File: src/strap_cfg_pkg.sv
// constants for reset-time strap capture
package strap_cfg_pkg;
  localparam int ratio_lsb = 0;
  localparam int ratio_msb = 2;
  localparam int lane_mode_bit = 3;
  localparam int upper_pin_bit = 4;
  localparam int port_size_lsb = 5;
  localparam int port_size_msb = 6;
  localparam int auto_ack_bit = 7;
  localparam logic [7:0] strap_reset_val = 8'h00;
  localparam logic [3:0] auto_ack_waits = 4'hf;
  localparam logic [1:0] ps_32 = 2'h0;
  localparam logic [1:0] ps_8 = 2'h1;
  localparam logic [1:0] width_32 = 2'h2;
  localparam logic [1:0] width_16 = 2'h1;
  localparam logic [1:0] width_8 = 2'h0;
  localparam logic [3:0] mult_none = 4'h0;
  localparam logic [3:0] mult_3 = 4'h3;
  localparam logic [3:0] mult_4 = 4'h4;
  localparam logic [3:0] mult_5 = 4'h5;
  localparam logic [3:0] mult_6 = 4'h6;
  localparam logic [2:0] code_3 = 3'h3;
  localparam logic [2:0] code_4 = 3'h4;
  localparam logic [2:0] code_5 = 3'h5;
  localparam logic [2:0] code_6 = 3'h6;
  localparam logic [31:0] word_reset_val = 32'h0000_0000;
  // arbitrary identity values, not those of any real part
  localparam logic [31:0] cfg_id_base = 32'h1234_5600;
  localparam logic [31:0] mem_id_val = 32'h0000_8421;
  localparam int rev_lsb = 4;
  localparam logic [3:0] core_rev_default = 4'h1;
  typedef enum logic [1:0] {st_reset, st_load, st_run} load_state_t;
endpackage : strap_cfg_pkg

File: src/strap_field_decode.sv
// decodes captured straps into boot configuration
`timescale 1ns/1ps
`default_nettype none
module strap_field_decode (
  input wire logic [7:0] straps, // captured strap levels
  output logic [3:0] core_mult, // core multiplier, 0 when reserved
  output logic ratio_reserved, // ratio code is reserved
  output logic [1:0] port_width, // 2=32 bit, 1=16 bit, 0=8 bit
  output logic [3:0] ack_waits, // auto-ack wait states
  output logic ack_en // auto-ack on
);
  logic [2:0] code;
  logic [1:0] ps;
  assign code = straps[strap_cfg_pkg::ratio_msb:strap_cfg_pkg::ratio_lsb];
  assign ps = straps[strap_cfg_pkg::port_size_msb:
                     strap_cfg_pkg::port_size_lsb];
  always_comb begin
    unique case (code)
      strap_cfg_pkg::code_3: core_mult = strap_cfg_pkg::mult_3;
      strap_cfg_pkg::code_4: core_mult = strap_cfg_pkg::mult_4;
      strap_cfg_pkg::code_5: core_mult = strap_cfg_pkg::mult_5;
      strap_cfg_pkg::code_6: core_mult = strap_cfg_pkg::mult_6;
      default: core_mult = strap_cfg_pkg::mult_none;
    endcase
    ratio_reserved = (core_mult == strap_cfg_pkg::mult_none);
    if (ps == strap_cfg_pkg::ps_32) begin
      port_width = strap_cfg_pkg::width_32;
    end else if (ps == strap_cfg_pkg::ps_8) begin
      port_width = strap_cfg_pkg::width_8;
    end else begin
      port_width = strap_cfg_pkg::width_16;
    end
    ack_en = straps[strap_cfg_pkg::auto_ack_bit];
    ack_waits = ack_en ? strap_cfg_pkg::auto_ack_waits : 4'h0;
  end
endmodule : strap_field_decode
`default_nettype wire

File: src/reset_strap_config_capture.sv
// reset-time strap capture and identification word load
`timescale 1ns/1ps
`default_nettype none
module reset_strap_config_capture (
  input wire logic core_clk, // bus clock input domain, 125 MHz
  input wire logic reset, // async reset, active high
  input wire logic reset_in_n, // board reset, low while held
  input wire logic [7:0] data_pins, // low data pins carrying straps
  input wire logic bus_clock_out_off, // 1 switches bus clock out off
  input wire logic [3:0] core_rev, // core revision for config word
  input wire logic other_cs_valid, // software validated other selects
  input wire logic boot_write, // boot access is a write
  input wire logic boot_access, // boot access in progress
  output logic [3:0] core_mult, // core clock multiplier
  output logic ratio_reserved, // reserved ratio code sampled
  output logic boot_auto_ack, // boot auto-acknowledge enabled
  output logic [3:0] boot_ack_waits, // wait states before auto-ack
  output logic [1:0] boot_port_size, // 2=32, 1=16, 0=8 bit
  output logic byte_lane_mode, // 1 lanes on reads and writes, 0 lanes on writes only
  output logic byte_lane_strobes_en, // lanes may assert this access
  output logic upper_pins_mode, // 1 address/control, 0 gpio inputs
  output logic boot_chip_select_only, // only boot select active
  output logic bus_clock_out_en, // gate enable for bus clock out
  output logic [31:0] config_info_register, // config word
  output logic [31:0] memory_info_register, // memory word
  output logic id_loaded // words loaded after release
);
  logic [7:0] straps_q, straps_d;
  logic rst_held_q, rst_held_d;
  logic valid_q, valid_d;
  logic [31:0] cfg_q, cfg_d, mem_q, mem_d;
  logic clk_en_q, clk_en_d;
  strap_cfg_pkg::load_state_t st_q, st_d;
  logic [1:0] pw;
  logic [3:0] waits;
  logic ack;

  // straps track the pins every edge while reset_in_n is low, so the
  // value kept is the one of the edge just before release
  always_comb begin
    straps_d = straps_q;
    rst_held_d = ~reset_in_n;
    if (!reset_in_n) begin
      straps_d = data_pins;
    end
  end

  always_comb begin
    st_d = st_q;
    cfg_d = cfg_q;
    mem_d = mem_q;
    unique case (st_q)
      strap_cfg_pkg::st_reset: begin
        if (reset_in_n && rst_held_q) begin
          st_d = strap_cfg_pkg::st_load;
        end
      end
      strap_cfg_pkg::st_load: begin
        cfg_d = strap_cfg_pkg::cfg_id_base
          | (32'(core_rev) << strap_cfg_pkg::rev_lsb);
        mem_d = strap_cfg_pkg::mem_id_val;
        st_d = strap_cfg_pkg::st_run;
      end
      strap_cfg_pkg::st_run: begin
        if (!reset_in_n) begin
          st_d = strap_cfg_pkg::st_reset;
        end
      end
    endcase
    if (!reset_in_n) begin
      st_d = strap_cfg_pkg::st_reset;
    end
  end

  always_comb begin
    valid_d = valid_q;
    if (!reset_in_n) begin
      valid_d = 1'b0;
    end else if (other_cs_valid) begin
      valid_d = 1'b1;
    end
    clk_en_d = ~bus_clock_out_off;
  end

  always_ff @(posedge core_clk or posedge reset) begin
    if (reset) begin
      straps_q <= strap_cfg_pkg::strap_reset_val;
      rst_held_q <= 1'b1;
      valid_q <= 1'b0;
      cfg_q <= strap_cfg_pkg::word_reset_val;
      mem_q <= strap_cfg_pkg::word_reset_val;
      clk_en_q <= 1'b1;
      st_q <= strap_cfg_pkg::st_reset;
    end else begin
      straps_q <= straps_d;
      rst_held_q <= rst_held_d;
      valid_q <= valid_d;
      cfg_q <= cfg_d;
      mem_q <= mem_d;
      clk_en_q <= clk_en_d;
      st_q <= st_d;
    end
  end

  strap_field_decode u_decode (
    .straps(straps_q),
    .core_mult(core_mult),
    .ratio_reserved(ratio_reserved),
    .port_width(pw),
    .ack_waits(waits),
    .ack_en(ack)
  );

  assign boot_auto_ack = ack;
  assign boot_ack_waits = waits;
  assign boot_port_size = pw;
  assign byte_lane_mode = straps_q[strap_cfg_pkg::lane_mode_bit];
  // lanes on writes only in mode 0, on all accesses in mode 1
  assign byte_lane_strobes_en = boot_access
    & (boot_write | byte_lane_mode);
  assign upper_pins_mode = straps_q[strap_cfg_pkg::upper_pin_bit];
  assign boot_chip_select_only = ~valid_q;
  // the bus clock out is the bus clock in gated, so same rate and
  // phase, and the same ratio to the core clock
  assign bus_clock_out_en = clk_en_q;
  assign config_info_register = cfg_q;
  assign memory_info_register = mem_q;
  assign id_loaded = (st_q == strap_cfg_pkg::st_run);
endmodule : reset_strap_config_capture
`default_nettype wire

File: config.mk
export PLATFORM = sky130hd
export DESIGN_NAME = reset_strap_config_capture
export DESIGN_NICKNAME = d
export VERILOG_FILES = /design/src/strap_cfg_pkg.sv /design/src/strap_field_decode.sv /design/src/reset_strap_config_capture.sv
export SDC_FILE = /design/constraint.sdc
export NUM_CORES = 1
export LEC_CHECK = 0
export ABC_AREA = 1
export BUFFER_PORTS_ARGS = -buffer_cell sky130_fd_sc_hd__buf_2
export CAP_MARGIN = 20
export CORE_MARGIN = 3
export CORE_UTILIZATION = 35
export DETAILED_ROUTE_END_ITERATION = 10
export GPL_ROUTABILITY_DRIVEN = 0
export PLACE_DENSITY_LB_ADDON = 0.08
export SKIP_LAST_GASP = 1
export SLEW_MARGIN = 20
export SYNTH_ARGS = -nofsm -noshare
export SYNTH_HDL_FRONTEND = slang
export SYNTH_HIERARCHICAL = 1
export SYNTH_SLANG_ARGS = --single-unit
File: constraint.sdc
create_clock -name core_clk -period 0.95 [get_ports core_clk]
set_input_delay 0.1425 -clock core_clk [delete_from_list [all_inputs] [get_ports core_clk]]
set_output_delay 0.1425 -clock core_clk [all_outputs]
set_load 0.02 [all_outputs]
==> results of run 1 <==
## power by group through the flow
stage | clock, mW | combinational, mW | sequential (mW)
global route | 0.529 | 1.02 | 0.999
CTS | 0.503 | 0.914 | 0.976
floorplan | 0 | 0.607 | 1.05
global placement | 0 | 0.721 | 0.960
finish | 0.470 | 0.944 | 0.980
detailed placement | 0 | 0.724 | 0.964
## placed cells by master, fill, tap and decap left out
| cell type | Yosys | final |
|---|---|---|
| o21ai_1 | 1 | 1 |
| dlygate4sd3_1 | 0 | 2 |
| clkbuf_4 | 0 | 3 |
| inv_1 | 7 | 5 |
| dfstp_2 | 2 | 2 |
| and2_4 | 0 | 1 |
| nand3_1 | 1 | 1 |
| clkbuf_8 | 0 | 1 |
| conb_1 | 2 | 48 |
| nand2_2 | 1 | 6 |
| buf_6 | 0 | 35 |
| nand2_1 | 42 | 37 |
| inv_2 | 1 | 3 |
| dfrtp_2 | 0 | 3 |
| buf_2 | 0 | 18 |
| a21boi_2 | 0 | 1 |
| nor2_1 | 4 | 4 |
| nor2_4 | 0 | 1 |
| dfrtp_1 | 16 | 13 |
| o21ai_0 | 1 | 1 |
| a21oi_2 | 1 | 2 |
| or2_1 | 1 | 1 |
| o21a_1 | 1 | 1 |
| buf_4 | 67 | 11 |
## synth_stat cells
library cell and number:
dfstp_2 2, a21oi_1 1, and2_1 1, nor2_2 1
o21ai_0 1, nand2_2 1, o21ai_1 1, o21a_1 1
nand2_1 42, clkbuf_1 1, a21oi_2 1, dfrtp_1 16
nor2_1 4, conb_1 2, inv_1 7, buf_4 67
or2_1 1, a21boi_1 1, nand3_1 1, inv_2 1
## through the flow
step / util / power (mW) / instance area [um^2]
floorplan: - / 1.65 / 1420
global placement: 0.391 / 1.68 / 1250
detailed placement: 0.391 / 1.69 / 1250
CTS: 0.479 / 2.39 / 1540
global route: 0.504 / 2.55 / 1610
finish: 0.504 / 2.39 / 1610
## critical path: stages, from the launching register on
cell and delay (ns):
dfrtp_2 0.45, nand2_2 0.10, nand2_2 0.06, a21oi_2 0.11, buf_4 0.15
## timing repair
action	CTS	global route
resized for setup	61	21
endpoints found under the hold margin	17	0
hold buffers	2	0
setup buffers	7	2
pin swaps	3	3
endpoints found under the setup margin	34	39
## layer usage
metal | part of all wire | vias up
li1 | - | 436
met5 | 0 | -
met1 | 0.34 | 402
met2 | 0.51 | 68
met3 | 0.13 | 2
met4 | 0.015 | 0
## layout make-up
type	count	share of cell area
flip-flops and latches	18	0.283
inverters	8	0.0186
clock buffers	4	0.0225
multi-input cells	105	0.278
repair buffers	66	0.364
well taps	44	0.0341
## registers in the layout, summed over array words and instances, names as in the netlist
name                  cells
rst_held_q                1
valid_q                   1
config_info_register      4
memory_info_register      1
straps_q                  8
st_q                      2
bus_clock_out_en          1
## cells by family (layout without fill, tap and decap cells)
group / after synthesis / count (layout) / share of synthesized area
buffers and inverters: 76 / 78 / 0.433
and+or+nand+nor: 51 / 51 / 0.164
DFF: 18 / 18 / 0.366
AOI/OAI and AO/OA: 6 / 6 / 0.0313
other: 2 / 48 / 0.00606
## worst paths after layout
kind | end | cells after the start
max | ratio_reserved | 4
min | config_info_register[4] | 3
max reg2reg | memory_info_register[0] | 3
min reg2reg | straps_q[5] | 2
max in group asynchronous | rst_held_q | 4
min in group asynchronous | config_info_register[7] | 4
==> flow_metrics.py, run 1 <==
metrics = {
    "outcome": {
        "status": "finished with violations",
        "violations": "setup timing",
    },
    "power": {
        "p_leak_nw": 0.921,
        "pwr-share-seq": 0.409,
        "internal_power_mw": 1.51,
        "net-switching-power_uw": 884,
        "ir_drop_mv": 0.570,
        "combinationalPowerShare": 0.394,
        "powerDensity_nw_per_um2": 1480,
        "pwr-share-clk": 0.196,
        "swShare": 0.369,
    },
    "synthesis": {
        "yosysTopAreaCell": "buf_4",
        "synth_largest_type_area_fraction": 0.406,
        "synth_area_um2": 1240,
        "synth_seq_cells": 18,
        "syn_inst": 153,
        "syn_area_per_cell_um2": 8.10,
        "synth_area_leaders": "buf_4 41%, dfrtp_1 32%, nand2_1 13%",
        "synth.yosys.seq_area_share": 0.366,
        "ys_warn_count": 6,
        "synthDistinctLibCells": 20,
    },
    "drt": {
        "drt_first_pass_iters": 3,
        "ant_nets": 0,
        "wl_per_cell_um": 9.43,
        "via_per_inst": 3.71,
        "routed_wl_mm": 2.31,
        "routed-via-count": 908,
        "drc": 0,
        "drt-initial-drc-count": 12,
    },
    "worst_setup_path": {
        "crit_fanout": 4,
        "worstSetupEndpointType": "primary output",
        "timing.reg2reg.setup_slack_ns": -0.04,
        "crit_type": "reg -> out",
        "worstSetupStartpoint": "straps_q[1]",
        "rr_startpoint": "memory_info_register[0]",
        "arrival_ns": 1.15,
        "startpoint_type": "register",
        "cp.required_ns": 0.81,
    },
    "sta": {
        "final-hold-violation-count": 0,
        "period_needed_ns": 1.29,
        "timing.setup.tns_ns": -5.29,
        "rsz0062_at_grt": "true",
        "slew_viol_final": 0,
        "setup_viol": 35,
        "hold_slack_ns": 0.0373,
        "finalWorstSetupSlack_ns": -0.340,
        "fmax_ghz": 0.775,
        "fin_skew_ns": 0.00381,
        "fin_crit_sh": 1.36,
    },
    "floorplan": {
        "row_count": 20,
        "die_width_um": 65.5,
        "dieArea_um2": 4290,
        "io_pins": 101,
        "start_util": 0.387,
        "core_area_um2": 3200,
        "fp.dieH_um": 65.5,
    },
    "clock_network": {
        "cts_buffer_depth": 2,
        "clock_latency_ns": 0.29,
        "cts.clk_slew.worst_paths_ns": 0.11,
        "cts_sinks": 18,
        "cts_tree": "built",
        "cts_buffers": 3,
        "root_buffer": "clkbuf_4",
        "cts_max_level": 1,
    },
    "global_routing": {
        "grtUsageMet3": 0.0137,
        "grt_busiest_layer": "met2",
        "gr-usage-all-layers": 0.104,
        "use_met1": 0.108,
        "met2_usage": 0.192,
        "antenna_found_initial": 0,
        "grt_max_degree": 19,
        "grt_pass1_wl_mm": 3.47,
        "gr-total-overflow": 0,
        "grt_pass1_vias": 816,
    },
    "layout": {
        "n_antenna_cell": 0,
        "nets": 221,
        "final_cells": 245,
        "regArea_um2": 457,
        "layout-drive-gt1-share": 0.433,
        "multi_input_area_um2": 449,
        "flow.area_growth_from_synthesis_pct": 30.3,
        "fillers": 328,
    },
    "placement": {
        "dp_cells": 230,
        "hpwl_mm": 1.67,
        "port_buffers": 52,
        "pre_cts_slack_ns": -0.0538,
    },
    "worst_hold_path": {
        "hold_path_startpoint": "core_rev[0]",
        "hold_class": "in -> reg",
    },
    "job": {
        "maxCapViolCount": 0,
    },
}
(Power assumes the default switching activity.)
==> inputs of run 2 (changes only) <==
--- a/config.mk
+++ b/config.mk
@@ -9,7 +9,7 @@
 export BUFFER_PORTS_ARGS = -buffer_cell sky130_fd_sc_hd__buf_2
 export CAP_MARGIN = 20
 export CORE_MARGIN = 3
-export CORE_UTILIZATION = 35
+export CORE_UTILIZATION = 39
 export DETAILED_ROUTE_END_ITERATION = 10
 export GPL_ROUTABILITY_DRIVEN = 0
 export PLACE_DENSITY_LB_ADDON = 0.08
==> run 2 against run 1 <==
Effect of this change:
- wire length down 0.74%
- critical endpoint is now core_mult[1]
- the flow still finishes with violations (setup timing)
- count of clock-buffer cells in the layout is the same
- register-to-register slack better by 0.06 ns
==> flow_metrics.py, run 2 (synthesis results as in run 1) <==
metrics = {
    "outcome": {
        "status": "finished with violations",
        "violations": "setup timing",
    },
    "drt": {
        "drt_first_pass_iters": 3,
        "wl_per_cell_um": 9.33,
        "via_per_inst": 3.69,
        "routed-via-count": 908,
        "drc": 0,
        "drt-initial-drc-count": 5,
        "ant_nets": 0,
        "routed_wl_mm": 2.29,
    },
    "worst_setup_path": {
        "r2r_end": "st_q[0]",
        "arrival_ns": 1.16,
        "crit_family": "flip-flops",
        "max_stage_delay_ns": 0.44,
        "rr_startpoint": "st_q[0]",
        "path_buf_inv": 1,
        "crit_chain": "nand2_2 -> nand2_2 -> and2_4 -> buf_6",
        "cp.required_ns": 0.81,
        "timing.reg2reg.setup_slack_ns": 0.02,
        "cp_common_cell": "nand2_2",
        "reg2reg_depth": 6,
        "crit_type": "reg -> out",
        "cpMaxStageDelayCell": "dfrtp_1",
        "startpoint_type": "register",
        "worstSetupEndpointType": "primary output",
        "crit_fanout": 4,
    },
    "layout": {
        "layout-drive-gt1-share": 0.441,
        "flow.area_growth_from_synthesis_pct": 32.4,
        "final_area_um2": 1640,
        "multi_input_area_um2": 457,
        "largest-register": "straps_q",
        "final_cell_mix": "48 x conb_1, 37 x buf_6, 36 x nand2_1, 18 x buf_2, 14 x dfrtp_1",
        "largest_reg_flops": 8,
        "regArea_um2": 455,
        "nets": 224,
        "final_common_cell": "conb_1",
        "n_antenna_cell": 0,
        "fillers": 289,
        "final_cells": 246,
    },
    "global_routing": {
        "grt_pass1_wl_mm": 3.59,
        "antenna_found_initial": 0,
        "grt_max_degree": 19,
        "gr-total-overflow": 0,
        "gr-usage-all-layers": 0.112,
        "grt_pass1_vias": 813,
    },
    "sta": {
        "final-hold-violation-count": 0,
        "finalWorstSetupSlack_ns": -0.349,
        "fmax_ghz": 0.770,
        "period_needed_ns": 1.30,
        "slew_viol_final": 0,
        "rsz0062_at_grt": "true",
        "fin_skew_ns": 0.00698,
        "fin_crit_sh": 1.37,
        "setup_viol": 34,
    },
    "clock_network": {
        "cts_sinks": 18,
        "cts_buffer_depth": 2,
        "cts_tree": "built",
        "cts_buffers": 3,
        "cts_max_level": 1,
        "root_buffer": "clkbuf_4",
        "clock_latency_ns": 0.29,
        "cts.clk_slew.worst_paths_ns": 0.10,
    },
    "worst_hold_path": {
        "hold_class": "in -> reg",
        "whs_endpoint": "straps_q[6]",
        "min_path_cells": 3,
        "hold_path_startpoint": "data_pins[6]",
    },
    "floorplan": {
        "fp.dieH_um": 62.4,
        "die_width_um": 62.4,
        "start_util": 0.427,
        "io_pins": 101,
        "row_count": 19,
        "core_area_um2": 2900,
        "dieArea_um2": 3890,
    },
    "placement": {
        "placed_area_um2": 1240,
        "dp_cells": 227,
        "port_buffers": 52,
        "hpwl_mm": 1.60,
    },
    "power": {
        "ir_drop_mv": 0.602,
        "p_leak_nw": 0.937,
        "powerDensity_nw_per_um2": 1440,
    },
    "job": {
        "maxCapViolCount": 0,
    },
}
## run 2: cell count changes in the layout (fill, tap and decap cells not counted)
cell / change
nand2_4: +1
clkbuf_1: +1
dfrtp_2: -1
nand2_1: -1
buf_4: +1
buf_6: +2
dfrtp_1: +1
inv_4: +1
clkbuf_8: -1
inv_1: -1
## run 2: what timing repair did
item,4_1_cts,5_1_grt
pin swaps,3,9
endpoints found under the setup margin,34,41
hold buffers,2,0
resized for setup,60,27
setup buffers,9,9
hold endpoints to repair,17,0
## run 2: layout make-up
cell class	count	share of cell area
timing repair buffer	69	0.376
inverter	8	0.0198
clock buffer	4	0.0160
multi-input combinational	105	0.278
tap	42	0.0320
sequential	18	0.278
## run 2: how the worst max path moves through the flow
stage                     start              to  slack [ns]  cells past startpoint
floorplan           straps_q[1]  ratio_reserved      -0.001                      3
global placement    straps_q[1]    core_mult[1]       -0.04                      4
detailed placement  straps_q[1]    core_mult[1]       -0.06                      4
CTS                 straps_q[0]    core_mult[1]       -0.36                      4
global route        straps_q[1]    core_mult[1]       -0.41                      4
finish              straps_q[1]    core_mult[1]       -0.35                      4
## run 2: routing by layer
| layer | GRT usage | share of wire | up-vias |
|---|---|---|---|
| met4 | 0.0661 | 0.021 | 0 |
| met2 | 0.207 | 0.49 | 68 |
| li1 | - | - | 444 |
| met3 | 0.0216 | 0.13 | 4 |
| met5 | 0 | 0 | - |
| met1 | 0.118 | 0.36 | 392 |
## run 2: worst reg2reg max path: stages, from the launching register on
cell and delay [ns]:
dfrtp_1 0.40, inv_2 0.08, nand2_2 0.06, buf_6 0.11, buf_6 0.10, nand2_2 0.04
nor2_1 0.04
## run 2: through the flow
stage                     power, mW   TNS, ns  hold WS, ns  setup slack, ns  utilization
after global placement         1.67   -0.0712        0.172          -0.0412        0.428
after floorplan                1.65  -0.00113       0.0795         -0.00113            -
final                          2.36     -5.13       0.0395           -0.349        0.566
after detailed placement       1.68    -0.128        0.174          -0.0576        0.428
after global routing           2.51     -6.88       0.0326           -0.410        0.566
after CTS                      2.31     -5.74       0.0284           -0.361        0.526
## run 2: power by group
part | leakage (nW) | switching, mW | total (mW) | internal [mW]
Combinational | 0.708 | 0.575 | 1.01 | 0.431
Clock | 0.0150 | 0.221 | 0.385 | 0.163
Sequential | 0.214 | 0.0905 | 0.969 | 0.879
Total | 0.937 | 0.887 | 2.36 | 1.47
==> inputs of run 3 (changes only) <==
--- a/config.mk
+++ b/config.mk
@@ -9,11 +9,10 @@
 export BUFFER_PORTS_ARGS = -buffer_cell sky130_fd_sc_hd__buf_2
 export CAP_MARGIN = 20
 export CORE_MARGIN = 3
-export CORE_UTILIZATION = 39
+export CORE_UTILIZATION = 42
 export DETAILED_ROUTE_END_ITERATION = 10
 export GPL_ROUTABILITY_DRIVEN = 0
 export PLACE_DENSITY_LB_ADDON = 0.08
-export SKIP_LAST_GASP = 1
 export SLEW_MARGIN = 20
 export SYNTH_ARGS = -nofsm -noshare
 export SYNTH_HDL_FRONTEND = slang
==> constraint.sdc (replaced) <==
create_clock -name core_clk -period 1.5 [get_ports core_clk]
set_input_delay 0.225 -clock core_clk [delete_from_list [all_inputs] [get_ports core_clk]]
set_output_delay 0.225 -clock core_clk [all_outputs]
set_load 0.02 [all_outputs]
==> run 3 against run 2 <==
Effect of this change:
- the flow now finishes without violations
- count of clock-buffer cells in the layout is the same
- combinational power fell by 56%
- via count shrank 7.3%
- first-iteration DRC count rose to 4.8 times the previous value
- die area decreased by 6.5%
- wire length fell by 17%
- register-to-register slack improved by 0.62 ns
- final cell count shrank 11%
- power is 43% lower
- critical path type unchanged
==> flow_metrics.py, run 3 (synthesis results as in run 1) <==
metrics = {
    "outcome": {
        "status": "complete, no violations",
    },
    "global_routing": {
        "gr-total-overflow": 0,
        "grt_pass1_wl_mm": 2.74,
        "antenna_found_initial": 0,
        "grt_pass1_vias": 638,
        "gr-usage-all-layers": 0.103,
        "grt_max_degree": 19,
    },
    "floorplan": {
        "io_pins": 101,
        "core_area_um2": 2780,
        "die_width_um": 60.3,
        "row_count": 19,
        "dieArea_um2": 3640,
        "start_util": 0.445,
        "fp.dieH_um": 60.3,
    },
    "sta": {
        "final-hold-violation-count": 0,
        "setup_viol": 0,
        "period_needed_ns": 1.39,
        "slew_viol_final": 0,
        "fin_crit_sh": 0.928,
        "fmax_ghz": 0.718,
        "rsz0062_at_grt": "false",
        "timing.setup.tns_ns": 0,
        "fin_skew_ns": 0.00252,
    },
    "clock_network": {
        "root_buffer": "clkbuf_4",
        "cts_buffers": 3,
        "cts_sinks": 18,
        "post_cts.repair.setup_buffers": 0,
        "clock_latency_ns": 0.29,
        "cts_buffer_depth": 2,
        "cts_resized": 0,
        "postCtsHoldBufs": 1,
        "cts_max_level": 1,
        "cts_tree": "built",
        "cts.clk_slew.worst_paths_ns": 0.10,
    },
    "worst_setup_path": {
        "cpMaxStageDelayCell": "dfrtp_1",
        "crit_fanout": 4,
        "cp.required_ns": 1.27,
        "cp_common_cell": "nand2_1",
        "startpoint_type": "register",
        "worstSetupEndpointType": "primary output",
        "crit_chain": "nand2_1 -> nand2_1 -> a21oi_1 -> buf_2",
        "crit_type": "reg -> out",
        "reg2reg_depth": 3,
        "max_stage_delay_ns": 0.43,
        "arrival_ns": 1.17,
    },
    "drt": {
        "via_per_inst": 3.83,
        "drt-initial-drc-count": 24,
        "drc": 0,
        "ant_nets": 0,
        "wl_per_cell_um": 8.69,
        "routed-via-count": 842,
        "routed_wl_mm": 1.91,
        "drt_first_pass_iters": 3,
    },
    "layout": {
        "regArea_um2": 453,
        "final_cell_mix": "52 x buf_2, 48 x conb_1, 42 x nand2_1, 16 x dfrtp_1, 7 x inv_1",
        "flow.area_growth_from_synthesis_pct": 1.52,
        "final_common_cell": "buf_2",
        "layout-drive-gt1-share": 0.333,
        "nets": 209,
        "fillers": 291,
        "largest-register": "straps_q",
        "multi_input_area_um2": 422,
        "largest_reg_flops": 8,
        "n_antenna_cell": 0,
        "final_cells": 220,
    },
    "power": {
        "swShare": 0.387,
        "net-switching-power_uw": 519,
        "pwr-share-clk": 0.220,
        "pwr-share-seq": 0.447,
        "internal_power_uw": 824,
        "ir_drop_mv": 0.507,
        "powerDensity_nw_per_um2": 1070,
        "combinationalPowerShare": 0.332,
        "p_leak_nw": 0.778,
    },
    "worst_hold_path": {
        "min_path_cells": 2,
        "hold_class": "in -> reg",
    },
    "placement": {
        "hpwl_mm": 1.52,
        "port_buffers": 52,
        "dp_cells": 215,
    },
    "job": {
        "maxCapViolCount": 0,
    },
}
## run 3: worst paths after layout
path	from	endpoint	slack (ns)
max	straps_q[1]	ratio_reserved	0.11
min	bus_clock_out_off	bus_clock_out_en	0.03
max reg2reg	st_q[0]	memory_info_register[0]	0.64
min reg2reg	straps_q[5]	straps_q[5]	0.49
max in group asynchronous	reset	rst_held_q	0.77
min in group asynchronous	reset	valid_q	0.48
## run 3: critical path, delay by kind of cell, from the launching register on
| family | cells | cell delay, ns |
|---|---|---|
| buf+inv | 1 | 0.18 |
| compound gates | 1 | 0.12 |
| simple gates | 2 | 0.16 |
| flops | 1 | 0.43 |
## run 3: cell type report
class                           count  share of cell area
Timing Repair Buffer               54               0.221
Multi-Input combinational cell    105               0.335
Sequential cell                    18               0.360
Tap cell                           31              0.0308
Clock buffer                        4              0.0289
Inverter                            8              0.0239
## run 3: layer usage
| layer | wire length (um) | GRT usage | up-vias |
|---|---|---|---|
| met5 | 0 | 0 | - |
| met4 | 27 | 0.0759 | 0 |
| met3 | 257 | 0.0151 | 2 |
| met2 | 896 | 0.164 | 58 |
| met1 | 728 | 0.125 | 366 |
| li1 | - | - | 416 |
## run 3: through the flow
step                      hold slack [ns]  power [mW]  setup WS (ns)  cell area, um^2   util
after floorplan                     0.162        1.04          0.396             1410      -
after global placement              0.252        1.05          0.465             1210  0.435
after detailed placement            0.252        1.06          0.425             1210  0.435
after CTS                          0.0100        1.36         0.0816             1260  0.452
after global routing              0.00838        1.44        0.00605             1260  0.452
final                              0.0257        1.34          0.108             1260  0.452
## run 3: power by group through the flow
stage          Combinational [mW]  Sequential, mW  Clock [mW]
3_5_place_dp                0.448           0.612           0
5_1_grt                     0.497           0.616       0.329
4_1_cts                     0.450           0.603       0.310
3_3_place_gp                0.446           0.607           0
2_1_floorplan               0.380           0.663           0
6_report                    0.446           0.601       0.296
